<file path="config.mk">
export PLATFORM = sky130hd
export DESIGN_NAME = led_pulse_dim_mode_ctrl
export DESIGN_NICKNAME = d
export VERILOG_FILES = /design/src/core/led_pulse_dim_mode_ctrl.v
export VERILOG_INCLUDE_DIRS = /design/src /design/src/include
export SDC_FILE = /design/constraint.sdc
export NUM_CORES = 1
export LEC_CHECK = 0
export BUFFER_PORTS_ARGS = -buffer_cell sky130_fd_sc_hd__buf_2
export CORE_AREA = 2 2 84 86
export CTS_BUF_LIST = sky130_fd_sc_hd__clkbuf_8
export CTS_CLUSTER_SIZE = 20
export DETAILED_ROUTE_END_ITERATION = 10
export DIE_AREA = 0 0 86 88
export PLACE_DENSITY = 0.76
export SETUP_SLACK_MARGIN = 0.5
export SYNTH_ARGS = -nofsm -noshare
export SYNTH_HDL_FRONTEND = slang
export SYNTH_SLANG_ARGS = --single-unit
</file>
<file path="constraint.sdc">
create_clock -name i_mclk -period 2.9 [get_ports i_mclk]
set_input_delay 0.29 -clock i_mclk [delete_from_list [all_inputs] [get_ports i_mclk]]
set_output_delay 0.29 -clock i_mclk [all_outputs]
set_load 0.01 [all_outputs]
</file>
<file path="src/include/led_dim_defines.vh">
// Purpose: constants for the led pulse dimming and pump ratio control
// Assumes: clock of 250 MHz (4 ns period)
// Notes: times kept in their printed unit, counts derived from them
`ifndef LED_DIM_DEFINES_VH
`define LED_DIM_DEFINES_VH

`define CLK_PERIOD_PS 4000
// program low time minimum, in ps (0.2 us)
`define PROG_LOW_MIN_PS 200000
// low time to shutdown, in ns (1.5 ms)
`define SHDN_LOW_NS 1500000
// mode transition filter delay, in ns (120 us)
`define FILTER_DELAY_NS 120000
// current settling time, in ns (40 us typical)
`define SETTLE_NS 40000

// cycle counts at 4 ns, sized to the counters: least time rounds up
// 50 cycles of program low time
`define PROG_LOW_MIN_CYC 20'h00032
// 375000 cycles of low time to shutdown
`define SHDN_LOW_CYC 20'h5b8d8
// 30000 cycles of filter delay
`define FILTER_DELAY_CYC 20'h07530
// 10000 cycles of current settling time
`define SETTLE_CYC 20'h02710

`define STEP_COUNT_W 5
`define STEP_COUNT_RST 5'h00
`define STEP_ZERO 5'h1f
`define RATIO_W 2
`define RATIO_1X 2'h0
`define RATIO_1P33X 2'h1
`define RATIO_1P5X 2'h2
`define RATIO_2X 2'h3
`define CNT_W 20

`endif

</file>
<file path="src/core/led_pulse_dim_mode_ctrl.v">
// Purpose: decode the enable/dim wire and sequence the charge-pump ratio
// Assumes: all inputs synchronous to i_mclk; one clock domain
// Notes: analog current and sink drivers sit outside; this drives controls
// Notes: short low pulses are filtered rather than stored, so a host that
//    pulses too fast simply loses steps
// Notes: sufficient-for-1x outranks the shortfall indication
// Notes: settling status is a timer, not a measurement of the current
`timescale 1ns/100ps
`include "led_dim_defines.vh"

module led_pulse_dim_mode_ctrl #(
   parameter [19:0] SHDN_CYC = `SHDN_LOW_CYC,
   parameter [19:0] FILT_CYC = `FILTER_DELAY_CYC,
   parameter [19:0] SETTLE_CYC = `SETTLE_CYC
) (
   input wire i_mclk,
   input wire i_rstn,
   input wire i_ce,
   input wire i_enable_dim_wire,
   input wire i_supply_uvlo,
   input wire i_reg_insufficient,
   input wire i_sufficient_1x,
   output reg o_enabled,
   output reg [4:0] o_dim_steps,
   output reg o_current_settled,
   output reg [3:0] o_led_sink_channels_oe_n,
   output reg o_current_set_resistor_pin_oe_n,
   output reg [1:0] o_pump_ratio
);

   // minimum low time in cycles
   localparam [`CNT_W-1:0] LOW_MIN = `PROG_LOW_MIN_CYC;
   localparam [`CNT_W-1:0] CNT_ZERO = {`CNT_W{1'b0}};
   localparam [`CNT_W-1:0] CNT_ONE = {{(`CNT_W-1){1'b0}}, 1'b1};

   // wire decoder state
   reg en_q;
   reg en_d;
   reg wire_q;
   reg [`CNT_W-1:0] low_cnt_q;
   reg [`CNT_W-1:0] low_cnt_d;
   reg [`STEP_COUNT_W-1:0] steps_q;
   reg [`STEP_COUNT_W-1:0] steps_d;
   reg [`CNT_W-1:0] settle_cnt_q;
   reg [`CNT_W-1:0] settle_cnt_d;

   // pump sequencer state
   reg [`RATIO_W-1:0] ratio_q;
   reg [`RATIO_W-1:0] ratio_d;
   reg [`CNT_W-1:0] filt_cnt_q;
   reg [`CNT_W-1:0] filt_cnt_d;

   // next values of the registered outputs
   reg enabled_d;
   reg [`STEP_COUNT_W-1:0] dim_steps_d;
   reg settled_d;
   reg [3:0] sink_oe_n_d;
   reg cset_pin_oe_n_d;
   reg [`RATIO_W-1:0] pump_ratio_d;

   wire rise;
   wire low_long;
   wire low_enough;
   wire pulse_ok;
   wire shdn_now;
   wire filt_done;
   wire settling;

   assign rise = i_enable_dim_wire & ~wire_q;
   assign low_long = (low_cnt_q >= SHDN_CYC);
   assign low_enough = (low_cnt_q >= LOW_MIN);
   // a pulse counts only if its low phase reached the minimum
   assign pulse_ok = rise & en_q & low_enough;
   // undervoltage wins over everything, wire state included
   assign shdn_now = i_supply_uvlo | (low_long & ~i_enable_dim_wire);
   assign filt_done = (filt_cnt_q >= FILT_CYC - CNT_ONE);
   assign settling = (settle_cnt_q != CNT_ZERO);

   // low time restarts whenever the wire goes high, saturates at shutdown
   always @* begin
      if (i_enable_dim_wire) begin
         low_cnt_d = CNT_ZERO;
      end else if (!low_long) begin
         low_cnt_d = low_cnt_q + CNT_ONE;
      end else begin
         low_cnt_d = low_cnt_q;
      end
   end

   // shutdown outranks wake and dimming
   always @* begin
      en_d = en_q;
      steps_d = steps_q;
      settle_cnt_d = settle_cnt_q;
      if (shdn_now) begin
         en_d = 1'b0;
         steps_d = `STEP_COUNT_RST;
         // a cut settling window is dropped so a wake starts clean
         settle_cnt_d = CNT_ZERO;
      end else if (!en_q && rise) begin
         en_d = 1'b1;
         steps_d = `STEP_COUNT_RST;
         settle_cnt_d = SETTLE_CYC;
      end else if (pulse_ok) begin
         // 5-bit count wraps from 31 (zero current) back to 0 (full)
         steps_d = steps_q + 5'h01;
         settle_cnt_d = SETTLE_CYC;
      end else if (settling) begin
         settle_cnt_d = settle_cnt_q - CNT_ONE;
      end
   end

   // sufficient-for-1x outranks a shortfall, even at 1x
   always @* begin
      ratio_d = ratio_q;
      filt_cnt_d = filt_cnt_q;
      if (!en_q || shdn_now) begin
         // held at 1x while off so every wake starts unboosted
         ratio_d = `RATIO_1X;
         filt_cnt_d = CNT_ZERO;
      end else if (i_sufficient_1x) begin
         ratio_d = `RATIO_1X;
         filt_cnt_d = CNT_ZERO;
      end else if (!i_reg_insufficient || ratio_q == `RATIO_2X) begin
         // 2x is the ceiling, so the filter idles there
         filt_cnt_d = CNT_ZERO;
      end else if (filt_done) begin
         ratio_d = ratio_q + 2'h1;
         filt_cnt_d = CNT_ZERO;
      end else begin
         filt_cnt_d = filt_cnt_q + CNT_ONE;
      end
   end

   // pins follow the enable state one flop late
   always @* begin
      enabled_d = en_q;
      dim_steps_d = steps_q;
      settled_d = ~settling;
      sink_oe_n_d = {4{~en_q}};
      cset_pin_oe_n_d = ~en_q;
      pump_ratio_d = ratio_q;
   end

   // wire history freezes with everything else
   always @(posedge i_mclk) begin
      if (!i_rstn) begin
         en_q <= 1'b0;
         steps_q <= `STEP_COUNT_RST;
      end else if (i_ce) begin
         en_q <= en_d;
         steps_q <= steps_d;
      end
   end

   always @(posedge i_mclk) begin
      if (!i_rstn) begin
         wire_q <= 1'b0;
         low_cnt_q <= CNT_ZERO;
      end else if (i_ce) begin
         wire_q <= i_enable_dim_wire;
         low_cnt_q <= low_cnt_d;
      end
   end

   // settle window reloads on each wake and each accepted dim pulse
   always @(posedge i_mclk) begin
      if (!i_rstn) begin
         settle_cnt_q <= CNT_ZERO;
      end else if (i_ce) begin
         settle_cnt_q <= settle_cnt_d;
      end
   end

   // the filter count only runs while a shortfall persists
   always @(posedge i_mclk) begin
      if (!i_rstn) begin
         ratio_q <= `RATIO_1X;
         filt_cnt_q <= CNT_ZERO;
      end else if (i_ce) begin
         ratio_q <= ratio_d;
         filt_cnt_q <= filt_cnt_d;
      end
   end

   // every output is a flop so the pins never glitch
   always @(posedge i_mclk) begin
      if (!i_rstn) begin
         o_enabled <= 1'b0;
         o_dim_steps <= `STEP_COUNT_RST;
         o_current_settled <= 1'b1;
      end else if (i_ce) begin
         o_enabled <= enabled_d;
         o_dim_steps <= dim_steps_d;
         o_current_settled <= settled_d;
      end
   end

   always @(posedge i_mclk) begin
      if (!i_rstn) begin
         o_led_sink_channels_oe_n <= 4'hf;
         o_current_set_resistor_pin_oe_n <= 1'b1;
         o_pump_ratio <= `RATIO_1X;
      end else if (i_ce) begin
         o_led_sink_channels_oe_n <= sink_oe_n_d;
         o_current_set_resistor_pin_oe_n <= cset_pin_oe_n_d;
         o_pump_ratio <= pump_ratio_d;
      end
   end

endmodule // led_pulse_dim_mode_ctrl

</file>
# After elaboration in Yosys (flattened, before gate mapping)
# Cells that the tools add are included.
[totals]
regBits = 80
in_bits = 7
[op_classes]
muxes = 19
n_eq_ne = 3
n_bitwise = 9
magnitude_cmp = 3
reduce_logical = 15
n_addsub = 5
[op_table]
columns = ["op", "count"]
rows = [
  ["20-bit two-way mux", 10],
  ["20-bit by 1-bit adder with 20-bit output (second input constant)", 2],
  ["20-bit by 15-bit >= comparator with 1-bit output (second input constant)", 1],
  ["20-bit by 19-bit >= comparator with 1-bit output (second input constant)", 1],
  ["20-bit by 6-bit >= comparator with 1-bit output (second input constant)", 1],
  ["20-bit nonzero test", 1],
  ["20-bit by 1-bit subtractor with 20-bit output (second input constant)", 1],
  ["5-bit two-way mux", 3],
  ["2-bit two-way mux", 4],
  ["2-bit AND reduction", 4],
  ["3-bit nonzero test", 2],
  ["5-bit by 1-bit adder with 5-bit output (second input constant)", 1],
  ["1-bit bitwise AND", 4],
  ["1-bit NOT", 4],
  ["4-bit nonzero test", 1],
  ["3-bit != test (second input constant)", 1],
  ["3-bit AND reduction", 1],
  ["2-bit by 1-bit adder with 2-bit output (second input constant)", 1],
  ["2-bit equality test (second input constant)", 1],
  ["1-bit zero test", 2],
  ["1-bit logical OR", 2],
  ["1-bit two-way mux", 2],
  ["2-bit != test (second input constant)", 1],
  ["2-bit nonzero test", 1],
  ["2 further kinds", 2],
]

# Longest topological paths before layout
[depth]
depth_word = 7
ltp_mapped = 10
mapped_depth_nobuf = 8

# Least setup slack after synthesis
# Ideal clock, no wire load.
[synth_timing]
kind = "register to register"
start = "reg settle_cnt_q[0]"
end = "reg settle_cnt_q[10]"
arrival_ns = 2.353
setup_time_ns = 0.119
setup_slack_ns = 0.429
path_stages_with_launch = 11
synth_period_minus_slack_ns = 2.471
cell_sequence = "dfxtp_1 > inv_1 > ha_1 > or4b_1 > buf_2 > or3_4 > o31ai_4 > o211a_4 > buf_6 > a21oi_1 > o221a_1"
[synth_via]
elab_chain_cells = 5
word_cells_on_any_way = 8
cone_classes = "add/sub (1); mux (4); reduce/logical (3)"
[synth_rtl]
columns = ["element", "line", "text"]
rows = [
  ["from (decl)", "led_pulse_dim_mode_ctrl.v:44", "reg [`CNT_W-1:0] settle_cnt_q;"],
  ["from (signal assigned)", "led_pulse_dim_mode_ctrl.v:171", "settle_cnt_q <= settle_cnt_d;"],
  ["20-bit by 1-bit subtractor with 20-bit output", "led_pulse_dim_mode_ctrl.v:109", "settle_cnt_d = settle_cnt_q - CNT_ONE;"],
  ["20-bit two-way mux", "led_pulse_dim_mode_ctrl.v:108", "end else if (settling) begin"],
  ["20-bit two-way mux", "led_pulse_dim_mode_ctrl.v:104", "end else if (pulse_ok) begin"],
  ["20-bit two-way mux", "led_pulse_dim_mode_ctrl.v:100", "end else if (!en_q && rise) begin"],
  ["20-bit two-way mux", "led_pulse_dim_mode_ctrl.v:95", "if (shdn_now) begin"],
]
# Several ways; a longest one is shown, not always the timed one. The select of a mux whose other input is x is not followed.
# A chain may end at the register's enable or synchronous reset.

# Worst setup path after layout
[layout_timing]
start = "reg settle_cnt_q[1]"
end = "reg settle_cnt_q[13]"
# The elaborated chain is that of the path after synthesis.

==> results_dict.tcl <==
set metrics [dict create \
    synth_commonest_cells "dfxtp_1 (79), nand2_1 (47), nor2_1 (43)" \
    fp-row-count 30 \
    clk_pin_slew_ps 80 \
    swShare_pct 31.6 \
    crit_required_ps 3140 \
    gp_congestion 0.835 \
    placed_area_um2 4010 \
    whs_ps 288 \
    combPwrFrac_pct 23.7 \
    via_per_inst 6.19 \
    die_h_um 88 \
    setup_tns_ps 0 \
    startpoint_type "flop" \
    cts_max_path_buffers 2 \
    initial_core_util_pct 57.9 \
    cts_hold_buf 0 \
    status "finished clean" \
    finalNetCount 509 \
    numClockSinks 79 \
    crit_fanout 7 \
    grt_first_pass_wirelength_um 15300 \
    hold_viol_final 0 \
    num_io_pins 21 \
    fmax_mhz 423 \
    ant_nets 0 \
    wl_per_cell_um 15.7 \
    die-area_um2 7570 \
    die_width_um 86 \
    arrival_ps 2610 \
    first_global_vias 3277 \
    cts_made_buffers 9 \
    routed_wl_um 9140 \
    maxCapViolations 0 \
    synth_top_area_share_pct 41.1 \
    ff2ff_path_depth 9 \
    power.leakage_nw 1.68 \
    synth_seq_cells 79 \
    r2r-end "settle_cnt_q[13]" \
    r2r_slack_ps 540 \
    min_path_cells 4 \
    seq_area_frac_synth_pct 41.1 \
    r2r-start "settle_cnt_q[1]" \
    worst_pin_slew_ps 609 \
    slew_headroom_pct 59.3 \
    synth_cell_types 58 \
    finalSetupViolCount 0 \
    ys.flop_type "dfxtp_1" \
    port_buffers 20 \
    path_class "flop to flop" \
    async_flop_share_pct 0 \
    utilization_pct 66.1 \
    fillers 553 \
    diodes 0 \
    power_frac_seq_pct 47.2 \
    hp-start "i_sufficient_1x" \
    synth_area_per_cell_um2 8.34 \
    drtIter0Drc 215 \
    place_ws_ps 376 \
    powerDensity_nw_per_um2 572 \
    root_buffer "clkbuf_8" \
    synth-edff-count 0 \
    crit_path_end_kind "flop" \
    h-tree-depth 3 \
    synthCells 461 \
    synth.most_common_cell "dfxtp_1" \
    drive_gt1_share_pct 17.4 \
    coreArea_um2 6640 \
    syn_nets 474 \
    ir_drop_v 0.000466 \
    postLayoutCellArea_um2 4390 \
    fin_ws_ps 536 \
    ys_warn_count 0 \
    syn_to_final_growth_pct 14.2 \
    period_minus_slack_ps 2360 \
    slew_violations 0 \
    internal_power_mw 1.72 \
    grt_max_degree 26 \
    clkPwrFrac_pct 29.2 \
    synthTopCellsByArea "dfxtp_1 (41%), a21oi_1 (4.8%), nand2_1 (4.6%)" \
    finalClockSkew_ps 9.57 \
    antenna_found_initial 0 \
    clkLatencyLatePin_ps 350 \
    yosys.area.top_type "dfxtp_1" \
    p_switching_uw 793 \
    netlist_area_um2 3840 \
    gr-total-overflow 0 \
    rsz0062_at_grt "yes" \
    tritoncts "yes" \
    drc 0 \
    dpl.hpwl_um 5730 \
    hold-path-endpoint "filt_cnt_q[14]" \
    finalCritPeriodShare_pct 81.5 \
    vias 3594 \
    grt.total_usage_pct 25.3 \
    first_pass_iters 5 \
    hold_class "primary input to flop" \
]
[per-layer routing]
| layer | part of all wire, % | track usage, % | wire (um) | vias to the layer above |
|---|---|---|---|---|
| met4 | 2.0 | 8.95 | 182 | 0 |
| met2 | 47 | 40.6 | 4330 | 134 |
| met3 | 6.2 | 6.88 | 570 | 22 |
| met5 | 0 | 0 | 0 | - |
| li1 | - | - | - | 1741 |
| met1 | 44 | 32.8 | 4060 | 1697 |
[cell type report]
cell class / count / area (um2) / area share, %
clock buffers: 10 / 138 / 3.14
clock inverters: 6 / 36.3 / 0.827
inverters: 14 / 52.6 / 1.20
multi-input cells: 346 / 2180 / 49.7
flip-flops and latches: 79 / 1580 / 36.1
well taps: 80 / 100 / 2.28
repair buffers: 46 / 299 / 6.81
[flip-flops by register name, indices dropped and copies added (netlist names)]
| signal | cells |
|---|---|
| en_q | 1 |
| o_current_settled | 1 |
| o_dim_steps | 5 |
| dim_steps_d | 5 |
| pump_ratio_d | 2 |
| o_current_set_resistor_pin_oe_n | 1 |
| o_enabled | 1 |
| wire_q | 1 |
| o_pump_ratio | 2 |
| low_cnt_q | 20 |
| settle_cnt_q | 20 |
| filt_cnt_q | 20 |
[per-stage QoR]
step,total power [mW],std cells
global route,2.64,581
detailed placement,1.67,546
CTS,2.47,574
global placement,1.66,546
finish,2.51,581
floorplan,1.59,461
[cells in the final DEF (no fill, tap or decap), drive strengths merged, types with 12 or more instances in the layout]
cell	netlist	final
nand3	32	32
nor3	16	16
nand4	12	12
a21oi	37	37
inv	14	17
buf	11	46
and3	18	18
o21ai	20	20
xor2	13	13
nand2	47	47
nor2	43	43
dfxtp	79	79
or3	12	12
[what timing repair did]
action / CTS / global route
pin swaps: 4 / 8
setup buffers: 10 / 7
resized for setup: 3 / 10
gates cloned: 2 / 0
endpoints found under the setup margin: 20 / 38
[worst max path at each step]
stage / slack, ps / from / depth (start not counted) / endpoint
3_5_place_dp: 380 / settle_cnt_q[0] / 8 / settle_cnt_q[13]
3_3_place_gp: 440 / settle_cnt_q[0] / 8 / settle_cnt_q[10]
2_1_floorplan: 470 / settle_cnt_q[0] / 10 / settle_cnt_q[10]
4_1_cts: 440 / low_cnt_q[9] / 7 / pump_ratio_d[0]
6_report: 540 / settle_cnt_q[1] / 9 / settle_cnt_q[13]
5_1_grt: 470 / settle_cnt_q[1] / 9 / settle_cnt_q[8]
[kinds of logic after synthesis]
family                   Yosys count  synth area share, %
AO/OA/AOI/OAI                     97                 16.8
AND/OR/NAND/NOR                  210                 28.3
buffers and inverters             38                 4.52
flip-flops                        79                 41.1
adder cells (fa/ha/maj)            6                 1.95
XOR/XNOR                          23                 5.24
multiplexers                       8                 2.08
[power by group through the flow]
stage | combinational (mW) | clock, mW | sequential [mW]
final | 0.594 | 0.733 | 1.18
after global routing | 0.641 | 0.806 | 1.19
after CTS | 0.542 | 0.745 | 1.18
after detailed placement | 0.469 | 0 | 1.20
after global placement | 0.457 | 0 | 1.20
after floorplan | 0.397 | 0 | 1.19
[critical path, cell delays in order (launching register included)]
cell and delay, ps:
dfxtp_2 340, inv_2 60, ha_4 140, or4b_4 470, or3_4 360, o31ai_4 240, buf_6 170, o211a_4 210
a21oi_1 50, o221a_1 220
(Power assumes the default switching activity.)
